==> src/hw/tape_write_regs.svh <==
// Register offsets, reset values, codes and timing counts of the tape write path.
`ifndef TAPE_WRITE_REGS_SVH
`define TAPE_WRITE_REGS_SVH

`define SPEED_DIV_OFS 4'h0
`define DENSITY_PAIRS_OFS 4'h4
`define STATUS_OFS 4'h8

`define SPEED_DIV_RST 16'h0004
`define DENSITY_PAIRS_RST 16'h6464

`define PAIR_HI_LSB 0
`define PAIR_LO_LSB 2

`define FM_NINE_CODE 8'h13
`define FM_SEVEN_CODE 8'h0f

`define CRC_POLY 9'h03c
`define CRC_FINAL_MASK 9'h1eb

`define PRE_800 16'h0010
`define PRE_556 16'h0017
`define PRE_200 16'h0040
`define PRE_SPEED 16'h0020

`define STOP_PRE1 16'h0030
`define STOP_PRE2 16'h0100
`define STOP_GAP 16'h0018
`define STOP_POST 16'h0020
`define STOP_POST_RAW 16'h0008

`endif

==> src/hw/tape_write_pkg.sv <==
// Types shared by the tape write path.
package tape_write_pkg;

    typedef enum logic [2:0] {
        ST_REST = 3'b000,
        ST_PRE_NORMAL = 3'b001,
        ST_PRE_LONG = 3'b010,
        ST_TRANSFER = 3'b011,
        ST_POST = 3'b100
    } fmt_state_e;

    typedef enum logic [1:0] {
        DENS_800 = 2'b00,
        DENS_556 = 2'b01,
        DENS_200 = 2'b10
    } density_e;

    typedef enum logic [1:0] {
        PH_DATA = 2'b00,
        PH_LRC = 2'b01,
        PH_GAP = 2'b10
    } write_phase_e;

    typedef struct packed {
        logic parity;
        logic [7:0] data;
    } tape_char_s;

    typedef struct packed {
        tape_char_s bus;
        logic write_clock;
    } tape_write_s;

    typedef struct packed {
        logic [3:0] sync1;
        logic [3:0] sync2;
        logic [3:0] sync3;
        logic [3:0] filt;
        fmt_state_e st;
        logic cmd_write;
        logic cmd_file_mark;
        logic cmd_erase;
        logic data_flag;
        logic [7:0] hold;
        logic upper_byte_indicator;
        write_phase_e phase;
        logic halted;
        tape_write_s tape;
        logic [8:0] crc;
        logic [8:0] longitudinal_check_char;
        logic [15:0] wpre_cnt;
        logic [15:0] wdiv_cnt;
        logic [15:0] spre_cnt;
        logic [15:0] sdiv_cnt;
        logic [15:0] delay;
        logic [15:0] speed_div;
        logic [15:0] density_pairs;
        logic ack_q;
        logic [31:0] readdata;
    } fmt_regs_s;

endpackage : tape_write_pkg

==> src/hw/tape_write_path_control.sv <==
// Write path and transfer control of a tape formatter, with an Avalon-MM register slave.
`include "tape_write_regs.svh"

// Function
// Request each character one write period ahead; host acknowledges within that period.
// Acknowledge during write clears the request flag and latches the write character.
// Add one parity bit per held character, odd or even per parity control.
// Write bus carries data with parity, file-mark code, or cyclic check character.
// Generate normal, special or seven-track file mark and clock it onto tape.
// Special nine-track option writes the seven-track file-mark code instead.
// Accumulate the cyclic check character from every data character written.
// At record end on nine-track write cyclic check, then longitudinal check.
// Write the cyclic check character as computed, zeros too, no forced parity.
// Write control acts in state 3; request every character until halt.
// On halt append check characters, then erase first part of the gap.
// Single-head unit goes to state 4 right after the longitudinal check.
// Read-after-write unit leaves state 3 only when gap detection ends it; an erase command leaves state 3 at once.
// Send a byte-half indicator to split a host word into two characters.
// Divide crystal clocks to a write rate set by speed and density.
// Speed clock for the delay counter depends only on tape speed.
// Density choice only for seven-track units; nine-track always runs 800.
// Density follows host high-density line unless panel override is set.
// Each seven-track unit has its own high and low density pair.
// Host halt ends transfer; the request flag is then no longer raised.
// Delay counter counts speed ticks to a stop chosen by state and configuration.
// Read strobes reset the delay counter; reaching stop ends state 3.
// Nine-track file mark octal 23 odd parity; special octal 17 even parity.
// Ignore parity and density lines for nine-track units or manual panel mode.
// Latch command lines on command strobe; host holds mode lines static.
// Longitudinal check gives even ones per track over the whole record.
// Cyclic check uses the customary nine-track shift and feedback polynomial.
module tape_write_path_control
    import tape_write_pkg::*;
(
    input wire logic clk,
    input wire logic rst,
    input wire logic [3:0] avs_address,
    input wire logic avs_read,
    input wire logic avs_write,
    input wire logic [31:0] avs_writedata,
    output logic [31:0] avs_readdata,
    output logic avs_waitrequest,
    input wire logic command_strobe,
    input wire logic cmd_write_line,
    input wire logic cmd_file_mark_line,
    input wire logic cmd_erase_line,
    input wire logic halt,
    input wire logic write_ack,
    input wire logic [7:0] write_data,
    input wire logic odd_parity_select,
    input wire logic high_density_select,
    input wire logic alt_file_mark_select,
    input wire logic panel_manual,
    input wire logic panel_odd_parity,
    input wire logic panel_density_override,
    input wire logic panel_high_density,
    input wire logic [1:0] unit_select,
    input wire logic unit_nine_track,
    input wire logic unit_read_after_write,
    input wire logic read_strobe,
    output logic data_flag,
    output logic upper_byte_indicator,
    output tape_write_s tape_write,
    output fmt_state_e fmt_state,
    output logic data_busy,
    output logic tape_motion
);

    localparam int SYN_CMD = 0;
    localparam int SYN_ACK = 1;
    localparam int SYN_HALT = 2;
    localparam int SYN_RSTB = 3;

    fmt_regs_s s;
    fmt_regs_s next_s;

    logic [3:0] agree;
    logic [3:0] rise;
    logic [3:0] pair;
    logic host_high;
    logic want_high;
    density_e density;
    logic odd;
    logic [15:0] wpre_top;
    logic wtick;
    logic stick;
    logic [7:0] ch;
    tape_char_s data_char;
    tape_char_s fm_char;
    logic [8:0] crc_step;
    logic [8:0] crc_out;
    logic [15:0] stop;
    logic stop_hit;

    always_comb begin
        // A pin change only counts once the second and third stages agree.
        agree = ~(s.sync2 ^ s.sync3);
        rise = agree & s.sync3 & ~s.filt;

        pair = s.density_pairs[{unit_select, 2'b00} +: 4];
        // Manual panel mode or a nine-track unit makes the host density and parity lines irrelevant.
        host_high = (panel_manual || unit_nine_track) ? 1'b0 : high_density_select;
        want_high = panel_density_override ? panel_high_density : host_high;
        if (unit_nine_track) begin
            density = DENS_800;
        end else if (want_high) begin
            density = density_e'(pair[`PAIR_HI_LSB +: 2]);
        end else begin
            density = density_e'(pair[`PAIR_LO_LSB +: 2]);
        end

        if (unit_nine_track) begin
            odd = 1'b1;
        end else if (panel_manual) begin
            odd = panel_odd_parity;
        end else begin
            odd = odd_parity_select;
        end

        if (density == DENS_800) begin
            wpre_top = `PRE_800;
        end else if (density == DENS_556) begin
            wpre_top = `PRE_556;
        end else begin
            wpre_top = `PRE_200;
        end

        // Density crystal prescale followed by the speed divider gives the write rate.
        wtick = (s.wpre_cnt >= wpre_top - 16'h0001) && (s.wdiv_cnt >= s.speed_div - 16'h0001);
        // The speed clock uses one fixed prescale, so density never changes delays.
        stick = (s.spre_cnt >= `PRE_SPEED - 16'h0001) && (s.sdiv_cnt >= s.speed_div - 16'h0001);

        ch = unit_nine_track ? s.hold : {2'b00, s.hold[5:0]};
        data_char.data = ch;
        data_char.parity = (^ch) ^ odd;

        if (unit_nine_track && !alt_file_mark_select) begin
            fm_char.data = `FM_NINE_CODE;
            fm_char.parity = ~(^fm_char.data);
        end else begin
            fm_char.data = `FM_SEVEN_CODE;
            fm_char.parity = ^fm_char.data;
        end

        crc_step = s.crc ^ data_char;
        crc_step = {crc_step[7:0], crc_step[8]} ^ (crc_step[8] ? `CRC_POLY : 9'h000);
        crc_out = {s.crc[7:0], s.crc[8]} ^ (s.crc[8] ? `CRC_POLY : 9'h000);
        crc_out = crc_out ^ `CRC_FINAL_MASK;

        if (s.st == ST_PRE_NORMAL) begin
            stop = `STOP_PRE1;
        end else if (s.st == ST_PRE_LONG) begin
            stop = `STOP_PRE2;
        end else if (s.st == ST_TRANSFER) begin
            stop = `STOP_GAP;
        end else if (unit_read_after_write) begin
            stop = `STOP_POST_RAW;
        end else begin
            stop = `STOP_POST;
        end
        stop_hit = stick && (s.delay >= stop - 16'h0001);
    end

    always_comb begin
        next_s = s;
        next_s.sync1 = {read_strobe, halt, write_ack, command_strobe};
        next_s.sync2 = s.sync1;
        next_s.sync3 = s.sync2;
        next_s.filt = (agree & s.sync3) | (~agree & s.filt);
        next_s.tape.write_clock = 1'b0;
        next_s.ack_q = (avs_read || avs_write) && !s.ack_q;

        next_s.wpre_cnt = (s.wpre_cnt >= wpre_top - 16'h0001) ? 16'h0000 : s.wpre_cnt + 16'h0001;
        if (s.wpre_cnt >= wpre_top - 16'h0001) begin
            next_s.wdiv_cnt = wtick ? 16'h0000 : s.wdiv_cnt + 16'h0001;
        end
        next_s.spre_cnt = (s.spre_cnt >= `PRE_SPEED - 16'h0001) ? 16'h0000 : s.spre_cnt + 16'h0001;
        if (s.spre_cnt >= `PRE_SPEED - 16'h0001) begin
            next_s.sdiv_cnt = stick ? 16'h0000 : s.sdiv_cnt + 16'h0001;
        end
        if (stick) begin
            next_s.delay = s.delay + 16'h0001;
        end

        // A halt that rides with the last acknowledge must still let that character reach tape.
        if (s.st == ST_TRANSFER && s.filt[SYN_HALT] && s.data_flag && !rise[SYN_ACK]) begin
            next_s.halted = 1'b1;
            next_s.data_flag = 1'b0;
        end
        if (rise[SYN_ACK] && s.data_flag && s.st == ST_TRANSFER && s.cmd_write) begin
            next_s.data_flag = 1'b0;
            next_s.hold = write_data;
        end

        case (s.st)
            ST_REST: begin
                next_s.halted = 1'b0;
                next_s.data_flag = 1'b0;
                if (rise[SYN_CMD] && (cmd_write_line || cmd_file_mark_line || cmd_erase_line)) begin
                    next_s.cmd_write = cmd_write_line;
                    next_s.cmd_file_mark = cmd_file_mark_line;
                    next_s.cmd_erase = cmd_erase_line;
                    next_s.delay = 16'h0000;
                    next_s.st = cmd_erase_line ? ST_PRE_LONG : ST_PRE_NORMAL;
                end
            end
            ST_PRE_NORMAL, ST_PRE_LONG: begin
                if (stop_hit) begin
                    next_s.st = ST_TRANSFER;
                    next_s.delay = 16'h0000;
                    next_s.phase = PH_DATA;
                    next_s.crc = 9'h000;
                    next_s.longitudinal_check_char = 9'h000;
                    next_s.upper_byte_indicator = 1'b1;
                    // The first character is asked for a full write period early.
                    next_s.data_flag = s.cmd_write;
                    // Restarting the write divider gives the host a whole period for the first answer.
                    next_s.wpre_cnt = 16'h0000;
                    next_s.wdiv_cnt = 16'h0000;
                end
            end
            ST_TRANSFER: begin
                if (rise[SYN_RSTB]) begin
                    next_s.delay = 16'h0000;
                end
                if (!s.cmd_write && !s.cmd_file_mark) begin
                    next_s.st = ST_POST;
                    next_s.delay = 16'h0000;
                end else if (s.phase == PH_GAP) begin
                    if (stop_hit && !rise[SYN_RSTB]) begin
                        next_s.st = ST_POST;
                        next_s.delay = 16'h0000;
                    end
                end else if (wtick) begin
                    next_s.tape.write_clock = 1'b1;
                    if (s.phase == PH_LRC) begin
                        next_s.tape.bus = s.longitudinal_check_char;
                        if (unit_read_after_write) begin
                            next_s.phase = PH_GAP;
                        end else begin
                            next_s.st = ST_POST;
                            next_s.delay = 16'h0000;
                        end
                    end else if (s.cmd_file_mark) begin
                        next_s.tape.bus = fm_char;
                        next_s.longitudinal_check_char = s.longitudinal_check_char ^ fm_char;
                        next_s.phase = PH_LRC;
                    end else if (!s.halted) begin
                        next_s.tape.bus = data_char;
                        next_s.crc = crc_step;
                        next_s.longitudinal_check_char = s.longitudinal_check_char ^ data_char;
                        next_s.upper_byte_indicator = ~s.upper_byte_indicator;
                        // A new request beats an acknowledge landing in the same cycle.
                        next_s.data_flag = !s.filt[SYN_HALT];
                        next_s.halted = s.filt[SYN_HALT];
                    end else if (unit_nine_track) begin
                        next_s.tape.bus = crc_out;
                        next_s.longitudinal_check_char = s.longitudinal_check_char ^ crc_out;
                        next_s.phase = PH_LRC;
                    end else begin
                        next_s.tape.bus = s.longitudinal_check_char;
                        if (unit_read_after_write) begin
                            next_s.phase = PH_GAP;
                        end else begin
                            next_s.st = ST_POST;
                            next_s.delay = 16'h0000;
                        end
                    end
                end
            end
            ST_POST: begin
                next_s.data_flag = 1'b0;
                if (stop_hit) begin
                    next_s.st = ST_REST;
                end
            end
            default: begin
                next_s.st = ST_REST;
            end
        endcase

        if ((avs_read || avs_write) && !s.ack_q && avs_read) begin
            if (avs_address == `SPEED_DIV_OFS) begin
                next_s.readdata = {16'h0000, s.speed_div};
            end else if (avs_address == `DENSITY_PAIRS_OFS) begin
                next_s.readdata = {16'h0000, s.density_pairs};
            end else if (avs_address == `STATUS_OFS) begin
                next_s.readdata = {9'h000, s.crc, s.longitudinal_check_char, s.data_flag, s.halted, s.st};
            end else begin
                next_s.readdata = 32'h0000_0000;
            end
        end
        if (avs_write && s.ack_q) begin
            if (avs_address == `SPEED_DIV_OFS) begin
                // A zero divisor would stall the clocks, so it is held at one.
                next_s.speed_div = (avs_writedata[15:0] == 16'h0000) ? 16'h0001 : avs_writedata[15:0];
            end else if (avs_address == `DENSITY_PAIRS_OFS) begin
                next_s.density_pairs = avs_writedata[15:0];
            end
        end
    end

    always_ff @(posedge clk) begin
        if (rst) begin
            s <= '0;
            s.speed_div <= `SPEED_DIV_RST;
            s.density_pairs <= `DENSITY_PAIRS_RST;
            s.upper_byte_indicator <= 1'b1;
        end else begin
            s <= next_s;
        end
    end

    assign avs_waitrequest = (avs_read || avs_write) && !s.ack_q;
    assign avs_readdata = s.readdata;
    assign data_flag = s.data_flag;
    assign upper_byte_indicator = s.upper_byte_indicator;
    assign tape_write = s.tape;
    assign fmt_state = s.st;
    assign data_busy = (s.st == ST_TRANSFER) || (s.st == ST_POST);
    assign tape_motion = (s.st != ST_REST);

endmodule : tape_write_path_control

==> config.mk <==
export PLATFORM = sky130hd
export DESIGN_NAME = tape_write_path_control
export DESIGN_NICKNAME = d
export VERILOG_FILES = /design/src/hw/tape_write_pkg.sv /design/src/hw/tape_write_path_control.sv
export VERILOG_INCLUDE_DIRS = /design/src /design/src/hw
export SDC_FILE = /design/constraint.sdc
export NUM_CORES = 1
export LEC_CHECK = 0
export ABC_AREA = 1
export BUFFER_PORTS_ARGS = -buffer_cell sky130_fd_sc_hd__buf_4
export CAP_MARGIN = 0
export CORE_MARGIN = 5
export CORE_UTILIZATION = 40
export CTS_BUF_LIST = sky130_fd_sc_hd__clkbuf_8
export CTS_CLUSTER_DIAMETER = 200
export DETAILED_ROUTE_END_ITERATION = 16
export HOLD_SLACK_MARGIN = 0.02
export SLEW_MARGIN = 25
export SYNTH_ARGS = -nofsm -noshare
export SYNTH_HDL_FRONTEND = slang
export SYNTH_SLANG_ARGS = --single-unit
export TNS_END_PERCENT = 20
==> constraint.sdc <==
create_clock -name clk -period 2.8 [get_ports clk]
set_input_delay 0.14 -clock clk [delete_from_list [all_inputs] [get_ports clk]]
set_output_delay 0.14 -clock clk [all_outputs]
set_load 0.005 [all_outputs]
# After elaboration in Yosys (flattened, before gate mapping)
# Index checks and enable logic that the tools add are counted.
classes:
  add_sub_neg: 8
  magnitude_cmp: 5
  eq_ne: 25
  shift: 1
  mux: 93
  n_bitwise: 21
  reduce_logical: 47
ops:
  columns: ["operator", "n"]
  rows:
  - ["$mux 16", 18]
  - ["$mux 32", 4]
  - ["$mux 9", 12]
  - ["$add 16x1->16 const B", 5]
  - ["$mux 23", 3]
  - ["$ge 16x16->1", 4]
  - ["$mux 50", 1]
  - ["$pmux 16 s3", 1]
  - ["$sub 16x1->16 const B", 3]
  - ["$mux 3", 12]
  - ["$pmux 18 s2", 1]
  - ["$xor 9x9->9", 4]
  - ["$mux 6", 5]
  - ["$mux 1", 19]
  - ["$mux 18", 1]
  - ["$ne 2x2->1 const B", 9]
  - ["$xor 9x6->9", 2]
  - ["$ge 16x5->1 const B", 1]
  - ["$logic_and 1x1->1", 16]
  - ["$logic_not 16->1", 1]
  - ["$mux 2", 8]
  - ["$ne 4x4->1 const B", 4]
  - ["$reduce_and 8->1", 2]
  - ["$shiftx 16x5->4", 1]
  - ["other kinds (37)", 63]
totals:
  ff_bits: 208
  in_bits: 66
  out_inout_bits: 50
  elab_cells: 227

# Longest topological paths before layout
depth:
  word_depth: 15
  depth_mapped: 25
  mapped_depth_nobuf: 25

# Worst setup path after synthesis
# Ideal clock, no wire load.
synth_path:
  path_type: "flip-flop to flip-flop"
  start: "reg s (netlist bit fmt_state[2])"
  end: "reg s[70] in the netlist's numbering"
  setup_time_ps: 112
  t_arrival_ps: 3038
  t_required_ps: 2688
  path_slack_ps: -350
  stages_incl_launch_ff: 18
  n_path_buf: 2
  path_cell_list: "dfxtp_1 > clkbuf_1 > nor2_1 > nand2_1 > nand2_1 > ha_1 > ha_1 > ha_1 > nand4_1 > o221ai_1 > a21oi_1 > o21bai_1 > nand3_4 > nand2_4 > nand3_4 > nor2_8 > buf_8 > nor2_1"
synth_between:
  elab_chain_cells: 12
synth_lines:
  columns: ["item", "line", "text"]
  rows:
  - ["from (decl)", "tape_write_path_control.sv:74", "fmt_regs_s s;"]
  - ["from (signal assigned)", "tape_write_path_control.sv:310", "s <= next_s;"]
  - ["$eq 3x2->1", "tape_write_path_control.sv:154, tape_write_path_control.sv:195", null]
  - ["$mux 6", "tape_write_path_control.sv:154", "end else if (s.st == ST_TRANSFER) begin"]
  - ["$mux 9", "tape_write_path_control.sv:152", "end else if (s.st == ST_PRE_LONG) begin"]
  - ["$mux 9", "tape_write_path_control.sv:150", "if (s.st == ST_PRE_NORMAL) begin"]
  - ["$sub 16x1->16", "tape_write_path_control.sv:161", "stop_hit = stick && (s.delay >= stop - 16'h0001);"]
  - ["$ge 16x16->1", "tape_write_path_control.sv:161", null]
  - ["$logic_and 1x1->1", "tape_write_path_control.sv:161", null]
  - ["$logic_and 1x1->1", "tape_write_path_control.sv:230", "if (stop_hit && !rise[SYN_RSTB]) begin"]
  - ["$mux 16", "tape_write_path_control.sv:230", null]
  - ["$mux 16", "tape_write_path_control.sv:229", "end else if (s.phase == PH_GAP) begin"]
  - ["$mux 16", "tape_write_path_control.sv:226", "if (!s.cmd_write && !s.cmd_file_mark) begin"]
  - ["$pmux 16 s3 (*)", "tape_write_path_control.sv:195", "case (s.st)"]
# Mark *: on every way between the ends. The rest lies on a longest branch, timed or not.
# A chain may end at the register's enable or synchronous reset.

# Final worst setup path
layout_path:
  start: "reg s[49] in the netlist's numbering"
  end: "reg s[70] in the netlist's numbering"
layout_between:
  elab_chain_cells: 14
layout_lines:
  columns: ["item", "line", "text"]
  rows:
  - ["$sub 16x1->16 (*)", "tape_write_path_control.sv:129, tape_write_path_control.sv:131", null]
  - ["$ge 16x16->1", "tape_write_path_control.sv:131", "stick = (s.spre_cnt >= `PRE_SPEED - 16'h0001) && (s.sdiv_cnt >= s.speed_div - 16'h0001);"]
  - ["$logic_and 1x1->1", "tape_write_path_control.sv:131", null]
  - ["$mux 16", "tape_write_path_control.sv:181", "if (stick) begin"]
  - ["$mux 16", "tape_write_path_control.sv:223", "if (rise[SYN_RSTB]) begin"]
  - ["$mux 16", "tape_write_path_control.sv:238, tape_write_path_control.sv:262", null]
  - ["$mux 16", "tape_write_path_control.sv:256", "end else if (unit_nine_track) begin"]
  - ["$mux 16", "tape_write_path_control.sv:248", "end else if (!s.halted) begin"]
  - ["$mux 16", "tape_write_path_control.sv:244", "end else if (s.cmd_file_mark) begin"]
  - ["$mux 16", "tape_write_path_control.sv:236", "if (s.phase == PH_LRC) begin"]
  - ["$mux 16", "tape_write_path_control.sv:234", "end else if (wtick) begin"]
  - ["$mux 16", "tape_write_path_control.sv:229", null]
  - ["$mux 16", "tape_write_path_control.sv:226", null]
  - ["$pmux 16 s3 (*)", "tape_write_path_control.sv:195", null]
# Marks and branches as above.

==> metrics.txt <==
LEAKAGE slightly above 6 nW; worst setup margin -0.254 ns; reg2reg start s[49]$_SDFFE_PP0P_; Yosys cell types slightly above 60; Pint around 5.3 mW; H-tree Lvls 4; async set-reset flop share out of synthesis 0%; share of layout cells above drive strength 1 a little under a quarter; DRC viols 0; Critical Path Start Type flip-flop; post-synth top area share between 30% and 40%; wire per inst roughly 15 µm; min-delay src cmd_erase_line; largest net degree at the start of global routing 43; WP data arrival approximately 3.4 ns; worst vdd ir around 0.00036 V; sw frac just over 40%; Tot GR Track Use about a fifth; die area about 31000 µm²; initial core utilization approximately two fifths; Top FF cell, synth dfxtp_1; Worst EP required roughly 3.2 ns; failing checks setup timing; Clock transition at path regs about 0.11 ns; WS Path Type reg -> reg; Syn Std Cell Area roughly 11000 µm²; I/O Pins 116; Yosys Warn Count 0; M1 wire length ~15000 µm; hpwl dp roughly 24000 µm; Mean Syn Cell Area ~7.2 µm²; Clk Latency, worst-skew pair between 0.4 and 0.5 ns; endpoints failing hold 0; CTS Buf Count 17; row cnt 61; via count roughly 11000; Util after Layout 51.1%; GRT overflow 0; initial DRC count between 600 and 700; crit path from s[49]$_SDFFE_PP0P_; CP max FO 8; sequential area share after synthesis about 36%; period utilization 109%; number of enable flip-flop cells after synthesis 0; Final Setup Violations 91; Worst Skew between 0.03 and 0.04 ns; dpl cells slightly above 2000; antenna viol nets, final 0; Tightest Pin Transition roughly 0.65 ns; clock sink count between 150 and 200; Layout area overhead 26.8%; worst hold path type in -> reg; Power per Cell Area ~620 nW/µm²; clock share of power 21.3%; max layer used met4; Gate power share roughly two fifths; Setup Total Neg Slack -17.36 ns; first-pass GRT wire length 51200 µm; Reg power frac 38.6%; DIE WIDTH 177 µm; vias per cell around 5; fin cells between 2000 and 2500; nets approximately 1900; f_max roughly 330 MHz; area of the multi-input gates about 6500 µm²; initial antenna violation count 0; area of the core ~28000 µm²; TritonRoute pass-1 iters 5; Antenna Cells 0; final WL between 30000 and 40000 µm; post-synth top area cell dfxtp_1; clock root cell clkbuf_8; CTS tree yes; status complete, but fails checks; Clock Tree Buf Depth 2; max_slew headroom about 56%; Switch Pwr 3.57 mW; max_cap viols 0; metal2 WL 14700 µm; Synth Instances ~1500; CP endpoint kind flip-flop; IO Port Bufs 90; fillers ~2700; Yosys reg bits roughly 200; Die H approximately 180 µm; routed length on met3 1600 µm; Tmin final 3.05 ns; ranking of synthesized cells by area dfxtp_1, nand2_1, nor2_1; FF/Latch Area approximately 4000 µm²; RSZ-0062 raised after global routing yes; number of global-route vias before repair between 10000 and 15000; Final GP Congestion between 0.8 and 0.9; Max Slew Vio Count 0
==> stage by stage <==
stage / setup slack [ns] / hold WS, ns / cell area, µm² / power (mW)
5_1_grt: -0.524 / 0.110 / 14200 / 9.46
3_3_place_gp: -0.302 / 0.342 / 12900 / 6.65
3_5_place_dp: -0.314 / 0.348 / 12900 / 6.69
4_1_cts: -0.255 / 0.0606 / 14000 / 8.83
6_report: -0.254 / 0.0891 / 14200 / 8.83
2_1_floorplan: -0.0411 / 0.247 / 11400 / 5.60
==> sequential cells by signal, summed over array words and instances (netlist names), named ones only <==
name / cells
s: 148
avs_readdata: 23
tape_write: 10
next_s: 8
fmt_state: 3
data_flag: 1
upper_byte_indicator: 1
==> critical path, stage by stage (launching register included) <==
cell and delay (ns):
dfxtp_2 0.35, inv_4 0.07, buf_4 0.11, nand2_2 0.07, nor2_4 0.09, nand3_2 0.09
nor2_2 0.16, nand3_1 0.10, xor2_1 0.17, ha_1 0.36, nand4_1 0.10, inv_1 0.10
nand3_2 0.09, nor2_4 0.11, nand3_2 0.10, nand4_4 0.15, nand3_4 0.15, nand2_8 0.14
nand3_4 0.10, nor2_8 0.14, buf_12 0.14, nor2_1 0.04
==> routing by layer <==
| layer | GRT usage (%) | up-vias |
|---|---|---|
| met5 | 0 | - |
| li1 | - | 5497 |
| met2 | 33.9 | 233 |
| met1 | 26.5 | 4942 |
| met4 | 6.67 | 0 |
| met3 | 3.44 | 43 |
==> final cells by class <==
cell class / count / area share, %
inverters: 174 / 4.79
multi-input cells: 1108 / 46.1
repair inverters: 1 / 0.0530
flip-flops and latches: 198 / 28.1
repair buffers: 256 / 14.7
well taps: 378 / 3.34
clock inverters: 14 / 1.13
clock buffers: 18 / 1.75
==> cell usage after synthesis (all sizes together) (2+ instances only) <==
library cell  instances
nor3                 33
nand2               251
o211ai                9
conb                  2
o2111ai               2
nor2                241
a31o                  2
nor3b                 2
a211oi               13
inv                 171
o21bai                7
o21a                  3
o31ai                 3
a21oi               106
clkinv                3
a32oi                 2
nand4                30
a22oi                 2
a41oi                 5
clkbuf               36
nand3                94
o22ai                 4
ha                   59
buf                  57
xnor2                13
dfxtp               198
nor4                 15
xor2                 38
o221ai               13
or2                   7
a31oi                 3
o21ai               114
==> cells in the final DEF, fill, tap and decap left out, types with 29 or more instances in the layout <==
cell type,count
nand3_1,80
buf_4,212
nand2_1,229
inv_1,159
nor2_1,201
a21oi_1,101
dlygate4sd3_1,34
xor2_1,36
nand4_1,29
conb_1,29
ha_1,53
o21ai_0,100
dfxtp_1,191
==> kinds of logic (layout without fill, tap and decap cells) <==
family / Yosys count / in the layout / synth area share, %
and+or+nand+nor: 676 / 676 / 27.7
AOI/OAI and AO/OA: 293 / 293 / 15.3
buffers and inverters: 267 / 463 / 10.8
DFF: 198 / 198 / 35.5
adders and majority gates: 59 / 59 / 6.61
xor gates and xnor gates: 51 / 51 / 4.00
other: 2 / 29 / 0.0673
==> power groups by stage <==
| stage | Sequential [mW] | Combinational, mW | Clock [mW] |
|---|---|---|---|
| floorplan | 3.33 | 2.26 | 0 |
| global placement | 3.46 | 3.18 | 0 |
| detailed placement | 3.47 | 3.22 | 0 |
| CTS | 3.41 | 3.47 | 1.94 |
| global route | 3.45 | 3.97 | 2.04 |
| finish | 3.41 | 3.54 | 1.88 |
==> final timing paths <==
| path | slack [ns] | cells past startpoint | to |
|---|---|---|---|
| max | -0.25 | 21 | s[70]$_SDFF_PP0_ |
| min | 0.09 | 5 | fmt_state[1]$_SDFFE_PP0P_ |
| max reg2reg | -0.25 | 21 | s[70]$_SDFF_PP0_ |
| min reg2reg | 0.41 | 2 | next_s[197]$_SDFF_PP0_ |
==> repair_timing <==
item                                   in CTS  in global routing
pin swaps                                  26                 21
resized for setup                          59                 33
endpoints found under the hold margin      52                  0
hold buffers                               34                  0
setup buffers                               8                  3
setup endpoints to repair                  91                 91
cloned                                      1                  0
No activity file was read; power rests on OpenSTA's default activity.
